[src/inc/serial_tx_pkg.sv]
// constants, register map and state types of the asynchronous serial transmitter
// ----------------------------------------------------------------------------
// Overview of operation
// - line idles at mark; mark is one, space is zero, no return to neutral
// - frame is one space start bit, eight or nine data bits, one mark stop bit
// - every bit stays on the line for exactly one bit period
// - bit rate comes from the system clock via an 8-bit or 16-bit divider
// - data bits leave least significant bit first
// - transmitter runs independently yet shares format and baud setting with receiver
// - no hardware parity; software may place parity in the ninth bit
// - sending only with transmit enable 1, sync 0, port enable 1; port enable drives pin
// - buffer-empty flag set while transmit enabled and no character waits in the holding register
// - writing the holding register starts sending; idle shifter loads at once
// - waiting character loads within one instruction cycle after the earlier stop bit
// - start, data and stop bits start shifting right after the load
// - polarity select 0 gives high-true line, 1 inverts it
// - polarity select inverts data in asynchronous mode only
// - exactly one pending character buffered in front of the shift register
// - character length programmable as 8 or 9 data bits
// - a 13-bit break character can be sent
// - control logic drives the pin direction itself, no software direction control; here tx_oe_n follows the port enable bit alone
// - buffer-empty clears while a character waits or transmit enable is 0
// - shift-register-empty flag is read-only, clear from load until all bits are out
// - nine-bit mode shifts ninth bit last; software writes it before the low byte
// ----------------------------------------------------------------------------
package serial_tx_pkg;

   // register word addresses (byte address = word * 4)
   localparam logic [3:0] ADDR_CONTROL = 4'h0;
   localparam logic [3:0] ADDR_BAUD    = 4'h1;
   localparam logic [3:0] ADDR_DIVISOR = 4'h2;
   localparam logic [3:0] ADDR_DATA    = 4'h3;

   // transmit_control_register fields
   localparam int BIT_NINTH_DATA  = 0;
   localparam int BIT_SHIFT_EMPTY = 1;
   localparam int BIT_BREAK       = 3;
   localparam int BIT_SYNC        = 4;
   localparam int BIT_TX_ENABLE   = 5;
   localparam int BIT_NINE_SELECT = 6;
   localparam int BIT_PORT_ENABLE = 7;
   localparam int BIT_BUF_EMPTY   = 8;

   // baud_control_register fields
   localparam int BIT_WIDE_DIVIDER = 3;
   localparam int BIT_POLARITY     = 4;

   localparam int WIDTH_CHAR  = 8;
   localparam int BREAK_ZEROS = 12;
   localparam logic [15:0] DIVISOR_RESET = 16'h0000;

   typedef enum logic [1:0] {
      ST_IDLE  = 2'b00,
      ST_START = 2'b01,
      ST_DATA  = 2'b11,
      ST_STOP  = 2'b10
   } tx_state_t;

   typedef struct packed {
      logic       tx_enable;
      logic       sync_mode;
      logic       port_enable;
      logic       nine_bit_select;
      logic       ninth_data_bit;
      logic       send_break;
      logic       polarity_select;
      logic       wide_divider;
      logic [15:0] divisor;
   } config_t;

endpackage

[src/rtl/baud_tick_gen.sv]
// baud rate divider producing one-cycle bit ticks
`timescale 1ns/10ps
module baud_tick_gen #(
   parameter int WIDTH = 16
) (
   input  wire logic             clk,
   input  wire logic             reset_n,
   input  wire logic             clk_en,
   input  wire logic             run,
   input  wire logic             wide,
   input  wire logic [WIDTH-1:0] divisor,
   output logic                  tick
);

   typedef struct packed {
      logic [WIDTH-1:0] count;
   } tick_state_t;

   tick_state_t s;
   tick_state_t next_s;
   logic [WIDTH-1:0] limit;

   always_comb begin
      next_s = s;
      limit  = wide ? divisor : {{(WIDTH-8){1'b0}}, divisor[7:0]};
      tick   = run && (s.count == '0);
      if (!run) begin
         next_s.count = limit;
      end else if (s.count == '0) begin
         next_s.count = limit;
      end else begin
         next_s.count = s.count - 1'b1;
      end
   end

   always_ff @(posedge clk) begin
      if (!reset_n) begin
         s <= '0;
      end else if (clk_en) begin
         s <= next_s;
      end
   end

endmodule

[src/rtl/async_serial_transmitter.sv]
// transmit half of the enhanced serial port with Avalon-MM register access
`timescale 1ns/10ps
module async_serial_transmitter #(
   parameter int DIV_WIDTH = 16
) (
   input  wire logic        clk,
   input  wire logic        reset_n,
   input  wire logic        clk_en,
   input  wire logic [3:0]  avs_address,
   input  wire logic        avs_read,
   input  wire logic        avs_write,
   input  wire logic [31:0] avs_writedata,
   input  wire logic [3:0]  avs_byteenable,
   output logic [31:0]      avs_readdata,
   output logic             avs_waitrequest,
   output logic             tx_out,
   output logic             tx_oe_n,
   output logic             transmit_buffer_empty_flag,
   output logic             shift_register_empty_flag
);

   // ------------------------------------------------------------
   // state
   // ------------------------------------------------------------
   typedef struct packed {
      serial_tx_pkg::config_t    cfg;
      logic [8:0]                holding;
      logic                      holding_full;
      logic                      holding_break;
      logic [8:0]                shifter;
      logic [3:0]                bit_left;
      logic                      nine_frame;
      logic                      break_frame;
      serial_tx_pkg::tx_state_t  state;
      logic                      line;
      logic                      acked;
      logic [31:0]               rdata;
   } tx_top_t;

   tx_top_t s;
   tx_top_t next_s;

   logic tick;
   logic active;
   logic access;
   logic wr;
   logic rd;
   logic shifter_idle;
   logic load;

   assign active       = s.cfg.tx_enable && !s.cfg.sync_mode && s.cfg.port_enable;
   assign access       = (avs_read || avs_write) && !s.acked;
   // a write lands only at the edge that ends the cycle after the wait cycle
   assign wr           = avs_write && s.acked;
   assign rd           = avs_read && !s.acked;
   assign shifter_idle = (s.state == serial_tx_pkg::ST_IDLE);

   // ------------------------------------------------------------
   // baud generator
   // ------------------------------------------------------------
   baud_tick_gen #(
      .WIDTH   (DIV_WIDTH)
   ) u_baud (
      .clk     (clk),
      .reset_n (reset_n),
      .clk_en  (clk_en),
      .run     (active && !shifter_idle),
      .wide    (s.cfg.wide_divider),
      .divisor (s.cfg.divisor[DIV_WIDTH-1:0]),
      .tick    (tick)
   );

   // ------------------------------------------------------------
   // next-state logic
   // ------------------------------------------------------------
   always_comb begin
      next_s = s;
      load   = 1'b0;

      // bus: one wait cycle, answer on the second
      next_s.acked = access;
      if (rd) begin
         next_s.rdata = '0;
         case (avs_address)
            serial_tx_pkg::ADDR_CONTROL: begin
               next_s.rdata[serial_tx_pkg::BIT_NINTH_DATA]  = s.cfg.ninth_data_bit;
               next_s.rdata[serial_tx_pkg::BIT_SHIFT_EMPTY] = shifter_idle;
               next_s.rdata[serial_tx_pkg::BIT_BREAK]       = s.cfg.send_break;
               next_s.rdata[serial_tx_pkg::BIT_SYNC]        = s.cfg.sync_mode;
               next_s.rdata[serial_tx_pkg::BIT_TX_ENABLE]   = s.cfg.tx_enable;
               next_s.rdata[serial_tx_pkg::BIT_NINE_SELECT] = s.cfg.nine_bit_select;
               next_s.rdata[serial_tx_pkg::BIT_PORT_ENABLE] = s.cfg.port_enable;
               next_s.rdata[serial_tx_pkg::BIT_BUF_EMPTY]   = s.cfg.tx_enable && !s.holding_full;
            end
            serial_tx_pkg::ADDR_BAUD: begin
               next_s.rdata[serial_tx_pkg::BIT_WIDE_DIVIDER] = s.cfg.wide_divider;
               next_s.rdata[serial_tx_pkg::BIT_POLARITY]     = s.cfg.polarity_select;
            end
            serial_tx_pkg::ADDR_DIVISOR: begin
               next_s.rdata[15:0] = s.cfg.divisor;
            end
            default: begin
               next_s.rdata = '0;
            end
         endcase
      end

      if (wr) begin
         case (avs_address)
            serial_tx_pkg::ADDR_CONTROL: begin
               if (avs_byteenable[0]) begin
                  next_s.cfg.ninth_data_bit  = avs_writedata[serial_tx_pkg::BIT_NINTH_DATA];
                  next_s.cfg.send_break      = avs_writedata[serial_tx_pkg::BIT_BREAK];
                  next_s.cfg.sync_mode       = avs_writedata[serial_tx_pkg::BIT_SYNC];
                  next_s.cfg.tx_enable       = avs_writedata[serial_tx_pkg::BIT_TX_ENABLE];
                  next_s.cfg.nine_bit_select = avs_writedata[serial_tx_pkg::BIT_NINE_SELECT];
                  next_s.cfg.port_enable     = avs_writedata[serial_tx_pkg::BIT_PORT_ENABLE];
               end
            end
            serial_tx_pkg::ADDR_BAUD: begin
               if (avs_byteenable[0]) begin
                  next_s.cfg.wide_divider    = avs_writedata[serial_tx_pkg::BIT_WIDE_DIVIDER];
                  next_s.cfg.polarity_select = avs_writedata[serial_tx_pkg::BIT_POLARITY];
               end
            end
            serial_tx_pkg::ADDR_DIVISOR: begin
               if (avs_byteenable[0]) begin
                  next_s.cfg.divisor[7:0] = avs_writedata[7:0];
               end
               if (avs_byteenable[1]) begin
                  next_s.cfg.divisor[15:8] = avs_writedata[15:8];
               end
            end
            serial_tx_pkg::ADDR_DATA: begin
               // ninth bit is taken as it stands at this write
               if (avs_byteenable[0] && !s.holding_full) begin
                  next_s.holding       = {s.cfg.ninth_data_bit, avs_writedata[7:0]};
                  next_s.holding_break = s.cfg.send_break;
                  next_s.holding_full  = 1'b1;
               end
            end
            default: begin
            end
         endcase
      end

      // ------------------------------------------------------------
      // shifter
      // ------------------------------------------------------------
      if (!active) begin
         next_s.state = serial_tx_pkg::ST_IDLE;
      end else begin
         case (s.state)
            serial_tx_pkg::ST_IDLE: begin
               if (s.holding_full) begin
                  load = 1'b1;
               end
            end
            serial_tx_pkg::ST_START: begin
               if (tick) begin
                  next_s.state = serial_tx_pkg::ST_DATA;
               end
            end
            serial_tx_pkg::ST_DATA: begin
               if (tick) begin
                  next_s.shifter  = {1'b0, s.shifter[8:1]};
                  next_s.bit_left = s.bit_left - 1'b1;
                  if (s.bit_left == 4'h1) begin
                     next_s.state = serial_tx_pkg::ST_STOP;
                  end
               end
            end
            serial_tx_pkg::ST_STOP: begin
               if (tick) begin
                  next_s.state = serial_tx_pkg::ST_IDLE;
                  load = s.holding_full;
               end
            end
            default: begin
               next_s.state = serial_tx_pkg::ST_IDLE;
            end
         endcase
      end

      if (load) begin
         next_s.state        = serial_tx_pkg::ST_START;
         next_s.holding_full = 1'b0;
         next_s.break_frame  = s.holding_break;
         next_s.nine_frame   = s.cfg.nine_bit_select;
         if (s.holding_break) begin
            next_s.shifter  = '0;
            next_s.bit_left = 4'(serial_tx_pkg::BREAK_ZEROS);
         end else begin
            next_s.shifter  = s.holding;
            next_s.bit_left = s.cfg.nine_bit_select ? 4'(serial_tx_pkg::WIDTH_CHAR + 1)
                                                    : 4'(serial_tx_pkg::WIDTH_CHAR);
         end
      end

      // line level before polarity
      case (next_s.state)
         serial_tx_pkg::ST_START: next_s.line = 1'b0;
         serial_tx_pkg::ST_DATA:  next_s.line = next_s.shifter[0];
         default:                 next_s.line = 1'b1;
      endcase
   end

   always_ff @(posedge clk) begin
      if (!reset_n) begin
         s <= '0;
         s.line <= 1'b1;
         s.cfg.divisor <= serial_tx_pkg::DIVISOR_RESET;
      end else if (clk_en) begin
         s <= next_s;
      end
   end

   // ------------------------------------------------------------
   // outputs
   // ------------------------------------------------------------
   assign avs_waitrequest = access;
   assign avs_readdata    = s.rdata;
   // polarity only in asynchronous mode
   assign tx_out  = s.line ^ (s.cfg.polarity_select && !s.cfg.sync_mode);
   assign tx_oe_n = !s.cfg.port_enable;
   assign transmit_buffer_empty_flag = s.cfg.tx_enable && !s.holding_full;
   assign shift_register_empty_flag  = shifter_idle;

   // ------------------------------------------------------------
   // checks
   // ------------------------------------------------------------
   property p_idle_mark;
      @(posedge clk) disable iff (!reset_n)
      (s.state == serial_tx_pkg::ST_IDLE) |-> (s.line == 1'b1);
   endproperty
   a_idle_mark: assert property (p_idle_mark) else $error("line not mark while idle");

   property p_start_space;
      @(posedge clk) disable iff (!reset_n)
      (s.state == serial_tx_pkg::ST_START) |-> (s.line == 1'b0);
   endproperty
   a_start_space: assert property (p_start_space) else $error("start bit not space");

   property p_load_starts;
      @(posedge clk) disable iff (!reset_n)
      (clk_en && active && shifter_idle && s.holding_full)
         |=> (s.state == serial_tx_pkg::ST_START && !s.holding_full);
   endproperty
   a_load_starts: assert property (p_load_starts) else $error("idle shifter did not load");

   property p_back_to_back;
      @(posedge clk) disable iff (!reset_n)
      (clk_en && active && tick && s.state == serial_tx_pkg::ST_STOP && s.holding_full)
         |=> (s.state == serial_tx_pkg::ST_START);
   endproperty
   a_back_to_back: assert property (p_back_to_back) else $error("pending char not loaded");

   property p_lsb_shift;
      @(posedge clk) disable iff (!reset_n)
      (clk_en && active && tick && s.state == serial_tx_pkg::ST_DATA && s.bit_left > 4'h1)
         |=> (s.line == $past(s.shifter[1]));
   endproperty
   a_lsb_shift: assert property (p_lsb_shift) else $error("data not shifted lsb first");

   property p_hold_bit;
      @(posedge clk) disable iff (!reset_n)
      (clk_en && !tick && !load && active) |=> $stable(s.line);
   endproperty
   a_hold_bit: assert property (p_hold_bit) else $error("line changed without tick");

   property p_inactive_idle;
      @(posedge clk) disable iff (!reset_n)
      (clk_en && !active) |=> shift_register_empty_flag;
   endproperty
   a_inactive_idle: assert property (p_inactive_idle) else $error("shifter ran while disabled");

   property p_empty_flag;
      @(posedge clk) disable iff (!reset_n)
      (s.cfg.tx_enable && shifter_idle && active && clk_en && !wr) |=> transmit_buffer_empty_flag;
   endproperty
   a_empty_flag: assert property (p_empty_flag) else $error("buffer-empty flag low while idle");

   property p_polarity;
      @(posedge clk) disable iff (!reset_n)
      (s.state == serial_tx_pkg::ST_IDLE && !s.cfg.sync_mode) |-> (tx_out == !s.cfg.polarity_select);
   endproperty
   a_polarity: assert property (p_polarity) else $error("idle level ignores polarity");

   // ------------------------------------------------------------
   // frame checks
   // ------------------------------------------------------------
   property p_stop_mark;
      @(posedge clk) disable iff (!reset_n)
      (s.state == serial_tx_pkg::ST_STOP) |-> (s.line == 1'b1);
   endproperty
   a_stop_mark: assert property (p_stop_mark) else $error("stop bit not mark");

   property p_char_length;
      @(posedge clk) disable iff (!reset_n)
      (clk_en && load && !s.holding_break)
         |=> (s.bit_left == (s.nine_frame ? 4'(serial_tx_pkg::WIDTH_CHAR + 1) : 4'(serial_tx_pkg::WIDTH_CHAR)));
   endproperty
   a_char_length: assert property (p_char_length) else $error("wrong data bit count");

   property p_break_length;
      @(posedge clk) disable iff (!reset_n)
      (clk_en && load && s.holding_break) |=> (s.bit_left == 4'(serial_tx_pkg::BREAK_ZEROS));
   endproperty
   a_break_length: assert property (p_break_length) else $error("break frame length wrong");

   property p_tick_advance;
      @(posedge clk) disable iff (!reset_n)
      (clk_en && active && tick && s.state == serial_tx_pkg::ST_DATA) |=> (s.bit_left == $past(s.bit_left) - 4'h1);
   endproperty
   a_tick_advance: assert property (p_tick_advance) else $error("tick did not advance shifter");

   property p_refuse_full;
      @(posedge clk) disable iff (!reset_n)
      (clk_en && wr && avs_address == serial_tx_pkg::ADDR_DATA && s.holding_full) |=> $stable(s.holding);
   endproperty
   a_refuse_full: assert property (p_refuse_full) else $error("full holding register overwritten");

   property p_load_busy;
      @(posedge clk) disable iff (!reset_n)
      (clk_en && load) |=> !shift_register_empty_flag;
   endproperty
   a_load_busy: assert property (p_load_busy) else $error("shift empty flag set after load");

   property p_flag_valid;
      @(posedge clk) disable iff (!reset_n)
      (clk_en && active && shifter_idle && wr && avs_address == serial_tx_pkg::ADDR_DATA && avs_byteenable[0])
         ##1 clk_en |=> transmit_buffer_empty_flag;
   endproperty
   a_flag_valid: assert property (p_flag_valid) else $error("buffer-empty flag not valid after write");

   property p_inactive_line;
      @(posedge clk) disable iff (!reset_n)
      (clk_en && !active) |=> (s.line == 1'b1);
   endproperty
   a_inactive_line: assert property (p_inactive_line) else $error("line not mark while disabled");

   property p_sync_plain;
      @(posedge clk) disable iff (!reset_n)
      s.cfg.sync_mode |-> (tx_out == s.line);
   endproperty
   a_sync_plain: assert property (p_sync_plain) else $error("line inverted in synchronous mode");

endmodule

[config.mk]
export PLATFORM = sky130hd
export DESIGN_NAME = async_serial_transmitter
export DESIGN_NICKNAME = d
export VERILOG_FILES = /design/src/inc/serial_tx_pkg.sv /design/src/rtl/baud_tick_gen.sv /design/src/rtl/async_serial_transmitter.sv
export SDC_FILE = /design/constraint.sdc
export NUM_CORES = 1
export LEC_CHECK = 0
export ABC_CLOCK_PERIOD_IN_PS = 3000
export BUFFER_PORTS_ARGS = -buffer_cell sky130_fd_sc_hd__buf_4
export CAP_MARGIN = 20
export CELL_PAD_IN_SITES_DETAIL_PLACEMENT = 0
export CELL_PAD_IN_SITES_GLOBAL_PLACEMENT = 1
export CORE_ASPECT_RATIO = 1.5
export CORE_UTILIZATION = 38
export DETAILED_ROUTE_END_ITERATION = 8
export GPL_TIMING_DRIVEN = 0
export PLACE_DENSITY_LB_ADDON = 0.1
export RECOVER_POWER = 50
export SYNTH_ARGS = -nofsm -noshare
export SYNTH_HDL_FRONTEND = slang
export SYNTH_SLANG_ARGS = --single-unit
[constraint.sdc]
create_clock -name clk -period 3 [get_ports clk]
set_clock_uncertainty 0.15 [all_clocks]
set_input_delay 0 -clock clk [delete_from_list [all_inputs] [get_ports clk]]
set_output_delay 0 -clock clk [all_outputs]
set_load 0.03 [all_outputs]
After elaboration in Yosys (flattened, before gate mapping)
Index checks and enable logic that the tools add are counted.
{ "word_totals": {"reg_bits": 86, "input_bits": 45, "out_inout_bits": 37, "elab_cells": 98} }
{ "op_classes": {"addsub": 2, "n_eq_ne": 9, "muxes": 29, "n_bitwise": 1, "reduce_logical": 34} }
{ "ops": {"columns": ["op", "count"], "rows": [
  ["13-bit 2-to-1 mux", 4],
  ["16-bit 2-to-1 mux", 3],
  ["4-bit AND reduction", 7],
  ["17-bit 2-to-1 mux", 1],
  ["16-bit zero test", 1],
  ["2-bit 2-to-1 mux", 8],
  ["16-bit by 1-bit subtractor with 16-bit output, second input constant", 1],
  ["2-bit one-hot mux with 3 select lines", 2],
  ["2-bit nonzero test", 6],
  ["1-bit logical AND", 10],
  ["4-bit by 1-bit equality test with 1-bit output, second input constant", 2],
  ["4-bit by 2-bit equality test with 1-bit output, second input constant", 2],
  ["4-bit one-hot mux with 2 select lines", 1],
  ["7-bit 2-to-1 mux", 1],
  ["2-bit equality test, second input constant", 3],
  ["1-bit 2-to-1 mux", 6],
  ["1-bit zero test", 5],
  ["2-bit by 1-bit equality test with 1-bit output, second input constant", 2],
  ["4-bit zero test", 1],
  ["1-bit one-hot mux with 2 select lines", 2],
  ["2-bit one-hot mux with 2 select lines", 1],
  ["2-bit AND reduction", 2],
  ["4-bit by 1-bit subtractor with 4-bit output, second input constant", 1],
  ["2-bit zero test", 1],
  ["other kinds (2)", 2]
]} }

Logic depth before layout (Yosys ltp)
Gate-level depths: netlist of the first run.
{ "depth": {"ltp_word": 11, "depth_mapped": 8, "mapped_depth_nobuf": 7} }

Cells and area by module
Synthesis of the first run repeated with hierarchy kept, for this count alone.
{ "unflattened": {"cells_unflattened": 517, "hier_area_um2": 4423.0} }
{ "by_module_without_submodules": {"columns": ["mod", "instances", "cells_per_inst", "area_each_um2", "seq_area_each_um2"], "rows": [
  ["async_serial_transmitter", 1, 371, 3298.2, 1361.3],
  ["baud_tick_gen", 1, 146, 1124.8, 320.3]
]} }

Worst setup path before layout of the first run
OpenSTA, ideal clock, no wires.
{ "synth_timing": {"path_type": "reg2reg", "startpoint": "reg u_baud.s[0] (netlist name)", "endpoint": "reg u_baud.s[15] (netlist name)", "setup_time_ps": 122, "t_arrival_ps": 1983, "required_time_ps": 2728, "setup_slack_ps": 745, "stages_incl_launch_ff": 8, "n_path_buf": 0, "synth_period_minus_slack_ps": 2255, "path_cell_list": "dfxtp_1 inv_1 ha_1 or4b_4 nor4b_4 nor2_2 a21o_1 a311o_1"} }
{ "synth_between": {"elab_chain_len": 3, "word_cells_on_any_way": 4} }
{ "synth_rtl": {"columns": ["item", "line", "rtl"], "rows": [
  ["from (decl)", "baud_tick_gen.sv:19", "tick_state_t s;"],
  ["from (signal assigned)", "baud_tick_gen.sv:40", "s <= next_s;"],
  ["16-bit by 1-bit subtractor with 16-bit output or 16-bit zero test (tied branches)", "baud_tick_gen.sv:32, baud_tick_gen.sv:29", null],
  ["16-bit 2-to-1 mux *", "baud_tick_gen.sv:29", "end else if (s.count == '0) begin"],
  ["16-bit 2-to-1 mux *", "baud_tick_gen.sv:27", "if (!run) begin"]
]} }
Every way passes the cells marked *; elsewhere a longest branch is shown, timed or not.
A chain may end at the register's enable or synchronous reset.

Worst setup path in the final report of the first run
{ "layout_timing": {"startpoint": "reg u_baud.s[0] (netlist name)", "endpoint": "reg u_baud.s[2] (netlist name)"} }
The elaborated chain is that of the path after synthesis.

==> results of run 1 <==
metal layers:
layer	vias up	routed length (um)	track usage, %
met1	1826	5404	27.32
li1	1924	-	-
met2	92	6489	40.49
met3	38	390	3.329
met4	0	684	16.10
met5	-	0	0
area by class of cell:
| class | instances | share of cell area [%] |
|---|---|---|
| plain buffers | 62 | 6.996 |
| clock buffers | 10 | 4.415 |
| clock inverters | 6 | 0.9168 |
| inverters | 9 | 0.6514 |
| multi-input cells | 349 | 41.69 |
| flip-flops and latches | 84 | 32.42 |
| well taps | 144 | 3.474 |
| repair buffers | 68 | 9.433 |
cell families after synthesis:
family                   synth area share (%)
AO/OA/AOI/OAI                           18.03
buffers and inverters                   9.479
adder cells (fa/ha/maj)                 1.196
XOR/XNOR                               0.2094
AND/OR/NAND/NOR                         22.67
flip-flops                              40.19
multiplexers                            8.134
other                                 0.08963
power by group through the flow:
stage	Combinational (W)	Clock (W)	Sequential, W
after global placement	0.000228	0	0.00116
after CTS	0.000254	0.00107	0.00113
final	0.000248	0.00105	0.00113
after detailed placement	0.000229	0	0.00116
after floorplan	0.000154	0	0.00115
after global routing	0.000271	0.00112	0.00113
worst max-delay path: cells and delay by family (launching register included):
family / cells / cell delay [ps]
flops: 1 / 340
simple gates: 3 / 1020
compound gates: 2 / 390
fa+ha+maj: 1 / 140
buf+inv: 2 / 400
synthesized netlist by cell type, types with 2 or more instances:
master     n  share of area (%)
dfxtp_1   84                 40
mux2i_1   34                8.1
inv_1      8               0.72
nand2b_1   5               0.75
o21ai_0   25                3.0
o221a_2    2               0.54
buf_4     33                5.9
a221oi_1  17                3.6
a22oi_1   11                2.0
or3_1      3               0.45
nand2_1   28                2.5
o21a_1     2               0.36
o221ai_1   2               0.42
nand4b_1   2               0.42
nor4_1     6               0.90
ha_1       4                1.2
clkbuf_1  23                2.1
nor2b_1    3               0.45
a32o_1     3               0.72
nor4_2     2               0.60
nor3b_1    2               0.36
a21oi_1   21                2.5
o22ai_1    7                1.0
a31oi_1    5               0.75
nand3_1   13                1.6
or4_1      2               0.36
or2_2      5               0.75
nor3_1    16                1.9
buf_2      5               0.60
nand3b_1   3               0.54
a21o_1     2               0.36
nand4_1    7                1.0
nor2_1    74                6.6
registers in the layout (all words and copies together) (netlist names):
name,flops
avs_readdata,16
s,52
u_baud.s,16
worst max path at each step:
stage                     cells past startpoint  slack, ps   startpoint            to
after global placement                        8        450  u_baud.s[0]   u_baud.s[2]
after floorplan                               7        740  u_baud.s[0]  u_baud.s[15]
after CTS                                     8        430  u_baud.s[0]   u_baud.s[2]
after global routing                          7        280  u_baud.s[0]   u_baud.s[7]
after detailed placement                      7        450  u_baud.s[0]  u_baud.s[15]
final                                         8        420  u_baud.s[0]   u_baud.s[2]
metrics by stage:
| stage | total power [W] | std cells | worst slack (ps) |
|---|---|---|---|
| final | 0.002431 | 732 | 423.3 |
| after global placement | 0.001385 | 691 | 453.6 |
| after CTS | 0.002458 | 731 | 432.1 |
| after floorplan | 0.001308 | 504 | 744.6 |
| after detailed placement | 0.001386 | 691 | 446.0 |
| after global routing | 0.002526 | 732 | 275.8 |
==> out/metrics.csv, run 1 <==
metric;value;unit
cells after synthesis;489;
Crit. End Element;register;
Pre-antenna DRT Iters;4;
register-to-register setup slack;420;ps
min-delay src;clk_en;
hold path depth;3;
CP cell instances;inv_1 > ha_1 > or4b_4 > nand4b_4 > nand2_1 > buf_2 > o21ai_0 > a32o_1;
CTS Buffer Depth;2;
clk sink count;84;
Final Core Density;48.71;%
Final Cell Area;5186;um^2
Die Y;130.5;um
WP data required;3080;ps
CP Class;register to register;
Final min period;2577;ps
post-CTS sizing;0;
final-report max-slew violation count;0;
Yosys reg bits;84;
TritonCTS clock tree;built;
most frequent cells in the layout;84 x dfxtp_1, 74 x nor2_1, 55 x buf_4;
combinational power share;10.2;%
Clock transition at path regs;70;ps
CTS Buf Count;9;
EDFF count, synth;0;
CP max stage delay;500;ps
Hold WS;14.98;ps
Top Ports;82;
synth warn;0;
Mean Syn Cell Area;8.556;um^2
register area share after synthesis;40.19;%
sequential share of power;46.6;%
Placer Congestion;0.9054;
final period utilization;85.89;%
ys flop type;dfxtp_1;
hold bufs inserted after CTS;24;
Worst Max-Slew Pin Slew;961.0;ps
# rows;46;
Pwr Density;468.8;nW/um^2
Max Cap Viol;0;
RR Endpoint;u_baud.s[2];
mapped cell area;4184;um^2
number of global-route vias before repair;3711;
Clock Power Share;43.2;%
Sw Share;26.38;%
commonest non-fill, non-tap cell in the layout;dfxtp_1;
slowest CP cell;or4b_4;
global-route wire length before repair;20050;um
Sequential Area;1682;um^2
Worst Setup Start Kind;register;
Synth cell types;63;
FILL cells;1099;
Hold Vio Cnt, Final;0;
final setup fails;0;
P_leak;2.071;nW
area of the die;11440;um^2
Remaining DRCs;0;
Overall Global Routing Usage;23.74;%
Max-slew headroom;35.35;%
largest net degree at the start of global routing;16;
CP arrival;2660;ps
Worst Hold Path EP;u_baud.s[11];
core box area;10650;um^2
Hold Path Class;input pin to register;
antenna cell count;0;
Switch Pwr;0.0006412;W
status;finished, final reports clean;
fin nets;632;
multi-input logic area;2162;um^2
WL per Instance;17.72;um
Starting Density;39.29;%
Async S/R FF share, synth;0;%
Area after DPL;4743;um^2
number of vias in the routed layout;3880;
vias per cell;5.301;
CTS root buf;clkbuf_16;
CP max FO;10;
remaining global-route overflow;0;
post-CTS setup buffer count;0;
DP HPWL;9640;um
DRT iter0 DRCs;216;
worst skew pair latency;340;ps
RR Startpoint;u_baud.s[0];
P_int;0.001790;W
Die W;87.68;um
RSZ-0062 raised after global routing;no;
initial antenna violation count;0;
Max VDD drop;0.2968;mV
post-route ant nets;0;
layout cells sized above 1;15.82;%
FMAX;0.3881;GHz
number of H-tree levels;3;
Post-Route Setup TNS;0;ps
IO Port Bufs;43;
overall routed net length;12970;um
area delta synth->final;23.95;%
FF-to-FF path depth;8;
Power figures use the tool's default switching activity.
==> inputs of run 2 (changes only) <==
- ABC_AREA: unset -> 1
- CORE_UTILIZATION: 38 -> 39
- CTS_CLUSTER_DIAMETER: unset -> 150
==> out/metrics.csv, run 2 <==
metric;value;unit;change
layout cells sized above 1;14.10;%;-1.7 points
area of the die;11130;um^2;-2.8%
overall routed net length;12220;um;-5.8%
ys flop type;dfxtp_1;;
hold bufs inserted after CTS;23;;-4.2%
CP Buf/Inv Count;4;;+2
P_leak;2.243;nW;+8.3%
FMAX;0.4122;GHz;+6.2%
final-report max-slew violation count;0;;unchanged
EDFF count, synth;0;;unchanged
largest net degree at the start of global routing;15;;-1
Die W;86.46;um;-1.4%
Overall Global Routing Usage;23.37;%;-0.36 points
FILL cells;1147;;+4.4%
Sequential Area;1682;um^2;unchanged
number of vias in the routed layout;3999;;+3.1%
Switch Pwr;0.0006133;W;-4.4%
post-CTS setup buffer count;0;;unchanged
remaining global-route overflow;0;;unchanged
Mean Syn Cell Area;7.084;um^2;-17%
Crit. End Element;register;;
WL per Instance;14.74;um;-17%
WL met2;6605;um;+1.8%
CTS Buffer Depth;2;;unchanged
CP max FO;10;;unchanged
P_int;0.001770;W;-1.1%
Hold Path Class;input pin to register;;
Hold WS;9.582;ps;-5.402 ps
Hold Vio Cnt, Final;0;;unchanged
# rows;45;;-2.2%
Starting Density;40.72;%;+1.4 points
most common cell in the synthesized netlist;nand2_1;;
CTS Buf Count;9;;unchanged
Post-Route Setup TNS;0;ps;unchanged
Clock Power Share;43.1;%;about the same
WP data required;3120;ps;+40 ps
slowest CP cell;dlygate4sd3_1;;
DRT iter0 DRCs;152;;-30%
Final min period;2426;ps;-151.0 ps
DP HPWL;9163;um;-4.9%
uppermost layer routed;met4;;
Clock transition at path regs;60;ps;about the same
mapped cell area;4173;um^2;-0.27%
max reg flops;52;;unchanged
metal1 wirelength;4945;um;-8.5%
overall power;0.002383;W;-2.0%
Worst Max-Slew Pin Slew;603.0;ps;-357.9 ps
Top Ports;82;;unchanged
CP arrival;2550;ps;-110 ps
met3 wire length;245;um;-37%
area delta synth->final;23.36;%;
CP cell instances;dlygate4sd3_1 > clkbuf_1 > clkbuf_1 > nand3_1 > nor2_1 > buf_2 > nand2_1 > a31oi_1;;
leading area contributor after synthesis;dfxtp_1;;
TritonCTS clock tree;built;;
Top delay family on crit path;buffers and inverters;;
multi-input logic area;1993;um^2;-7.8%
antenna cell count;0;;unchanged
final worst slack;574.2;ps;+151.0 ps
fin nets;733;;+16%
final setup fails;0;;unchanged
commonest non-fill, non-tap cell in the layout;nand2_1;;
post-route ant nets;0;;unchanged
Synth cell types;35;;-44%
number of global-route vias before repair;3851;;+3.8%
Max-slew headroom;59.80;%;+24 points
worst skew pair latency;350;ps;about the same
register area share after synthesis;40.30;%;+0.11 points
status;finished, final reports clean;;
clk sink count;84;;unchanged
global-route wire length before repair;19420;um;-3.1%
Synth area leaders;dfxtp_1 40%, nand2_1 9.6%, nor2_1 7.6%;;
Worst Setup Start Kind;input pin;;
RSZ-0062 raised after global routing;no;;
CP max stage delay;520;ps;+20 ps
CP Class;input pin to register;;
most frequent cells in the layout;109 x nand2_1, 86 x nor2_1, 84 x dfxtp_1;;
Placer Congestion;0.8525;;-5.8%
Remaining DRCs;0;;unchanged
cells after synthesis;589;;+20%
synth warn;0;;unchanged
Most common cell on crit path;clkbuf_1;;
sequential share of power;47.4;%;+0.8 points
Max VDD drop;0.3247;mV;+9.4%
worst slack at placement;945.1;ps;+499.1 ps
number of H-tree levels;3;;unchanged
Synth top area share;40.30;%;+0.11 points
IO Port Bufs;46;;+7.0%
Pre-antenna DRT Iters;4;;unchanged
CTS root buf;clkbuf_16;;
Die Y;128.7;um;-1.4%
Max Cap Viol;0;;unchanged
initial antenna violation count;0;;unchanged
final period utilization;80.86;%;-5.0 points
Pwr Density;462.9;nW/um^2;-1.2%
combinational power share;9.5;%;-0.7 points
Async S/R FF share, synth;0;%;unchanged
vias per cell;4.824;;-9.0%
synth cell count leaders;107 x nand2_1, 85 x nor2_1, 84 x dfxtp_1;;
post-CTS sizing;0;;unchanged
Biggest register;s;;
Sw Share;25.74;%;-0.64 points
core box area;10250;um^2;-3.8%
Yosys reg bits;84;;unchanged
-- run 2: cell types whose count changed in the layout (fill, tap and decap cells not counted), sizes merged, moves of 11 or more --
cell	before	now
nand2	28	113
o21ai	26	70
inv	10	48
mux2i	34	0
a21oi	21	54
nor2	75	98
a221oi	17	0
a22oi	11	0
-- run 2: layout make-up --
cell class / instances / area share, %
Clock buffer: 10 / 4.448
Buffer: 53 / 6.490
Timing Repair Buffer: 69 / 9.650
Sequential cell: 84 / 32.67
Inverter: 51 / 3.841
Tap cell: 141 / 3.427
Multi-Input combinational cell: 416 / 38.72
Clock inverter: 5 / 0.7535
-- run 2: final timing paths --
check | start | to | slack (ps) | depth (start not counted)
max | clk_en | avs_readdata[8] | 570 | 8
max reg2reg | u_baud.s[0] | s[48] | 850 | 12
min reg2reg | s[39] | s[39] | 310 | 2
min | avs_address[2] | s[78] | 10 | 6
-- run 2: kinds of logic (layout without fill, tap and decap cells) --
group                    count (synthesis)  after routing  share of synthesized area [%]
flip-flops                              84             84                          40.30
other                                    1             16                        0.08987
buffers and inverters                  104            188                          12.86
adder cells (fa/ha/maj)                  4              4                          1.199
XOR/XNOR                                 9              9                          1.889
AO/OA/AOI/OAI                          142            142                          18.05
AND/OR/NAND/NOR                        245            245                          25.61
-- run 2: metal layers --
metal	track usage, %	up-vias
met5	0	-
met4	12.25	0
met2	43.46	71
met3	3.079	21
li1	-	2062
met1	25.40	1845
-- run 2: worst min-delay path, stage by stage --
cell     delay, ps
buf_4           90
nor2_1          60
inv_1           60
nor3_1          70
nand2_1        110
a21oi_1         70
-- run 2: metrics by stage --
stage	std cells	area [um^2]	utilization, %
2_1_floorplan	604	4229	-
3_3_place_gp	791	4751	46.36
3_5_place_dp	791	4751	46.36
4_1_cts	829	5249	51.22
5_1_grt	829	5147	50.23
6_report	829	5147	50.23
-- run 2: power by group through the flow --
| stage | clock, W | combinational, W | sequential (W) |
|---|---|---|---|
| 6_report | 0.00103 | 0.000225 | 0.00113 |
| 5_1_grt | 0.00110 | 0.000247 | 0.00113 |
| 4_1_cts | 0.00105 | 0.000230 | 0.00113 |
| 3_5_place_dp | 0 | 0.000204 | 0.00115 |
| 3_3_place_gp | 0 | 0.000203 | 0.00115 |
| 2_1_floorplan | 0 | 0.000134 | 0.00115 |
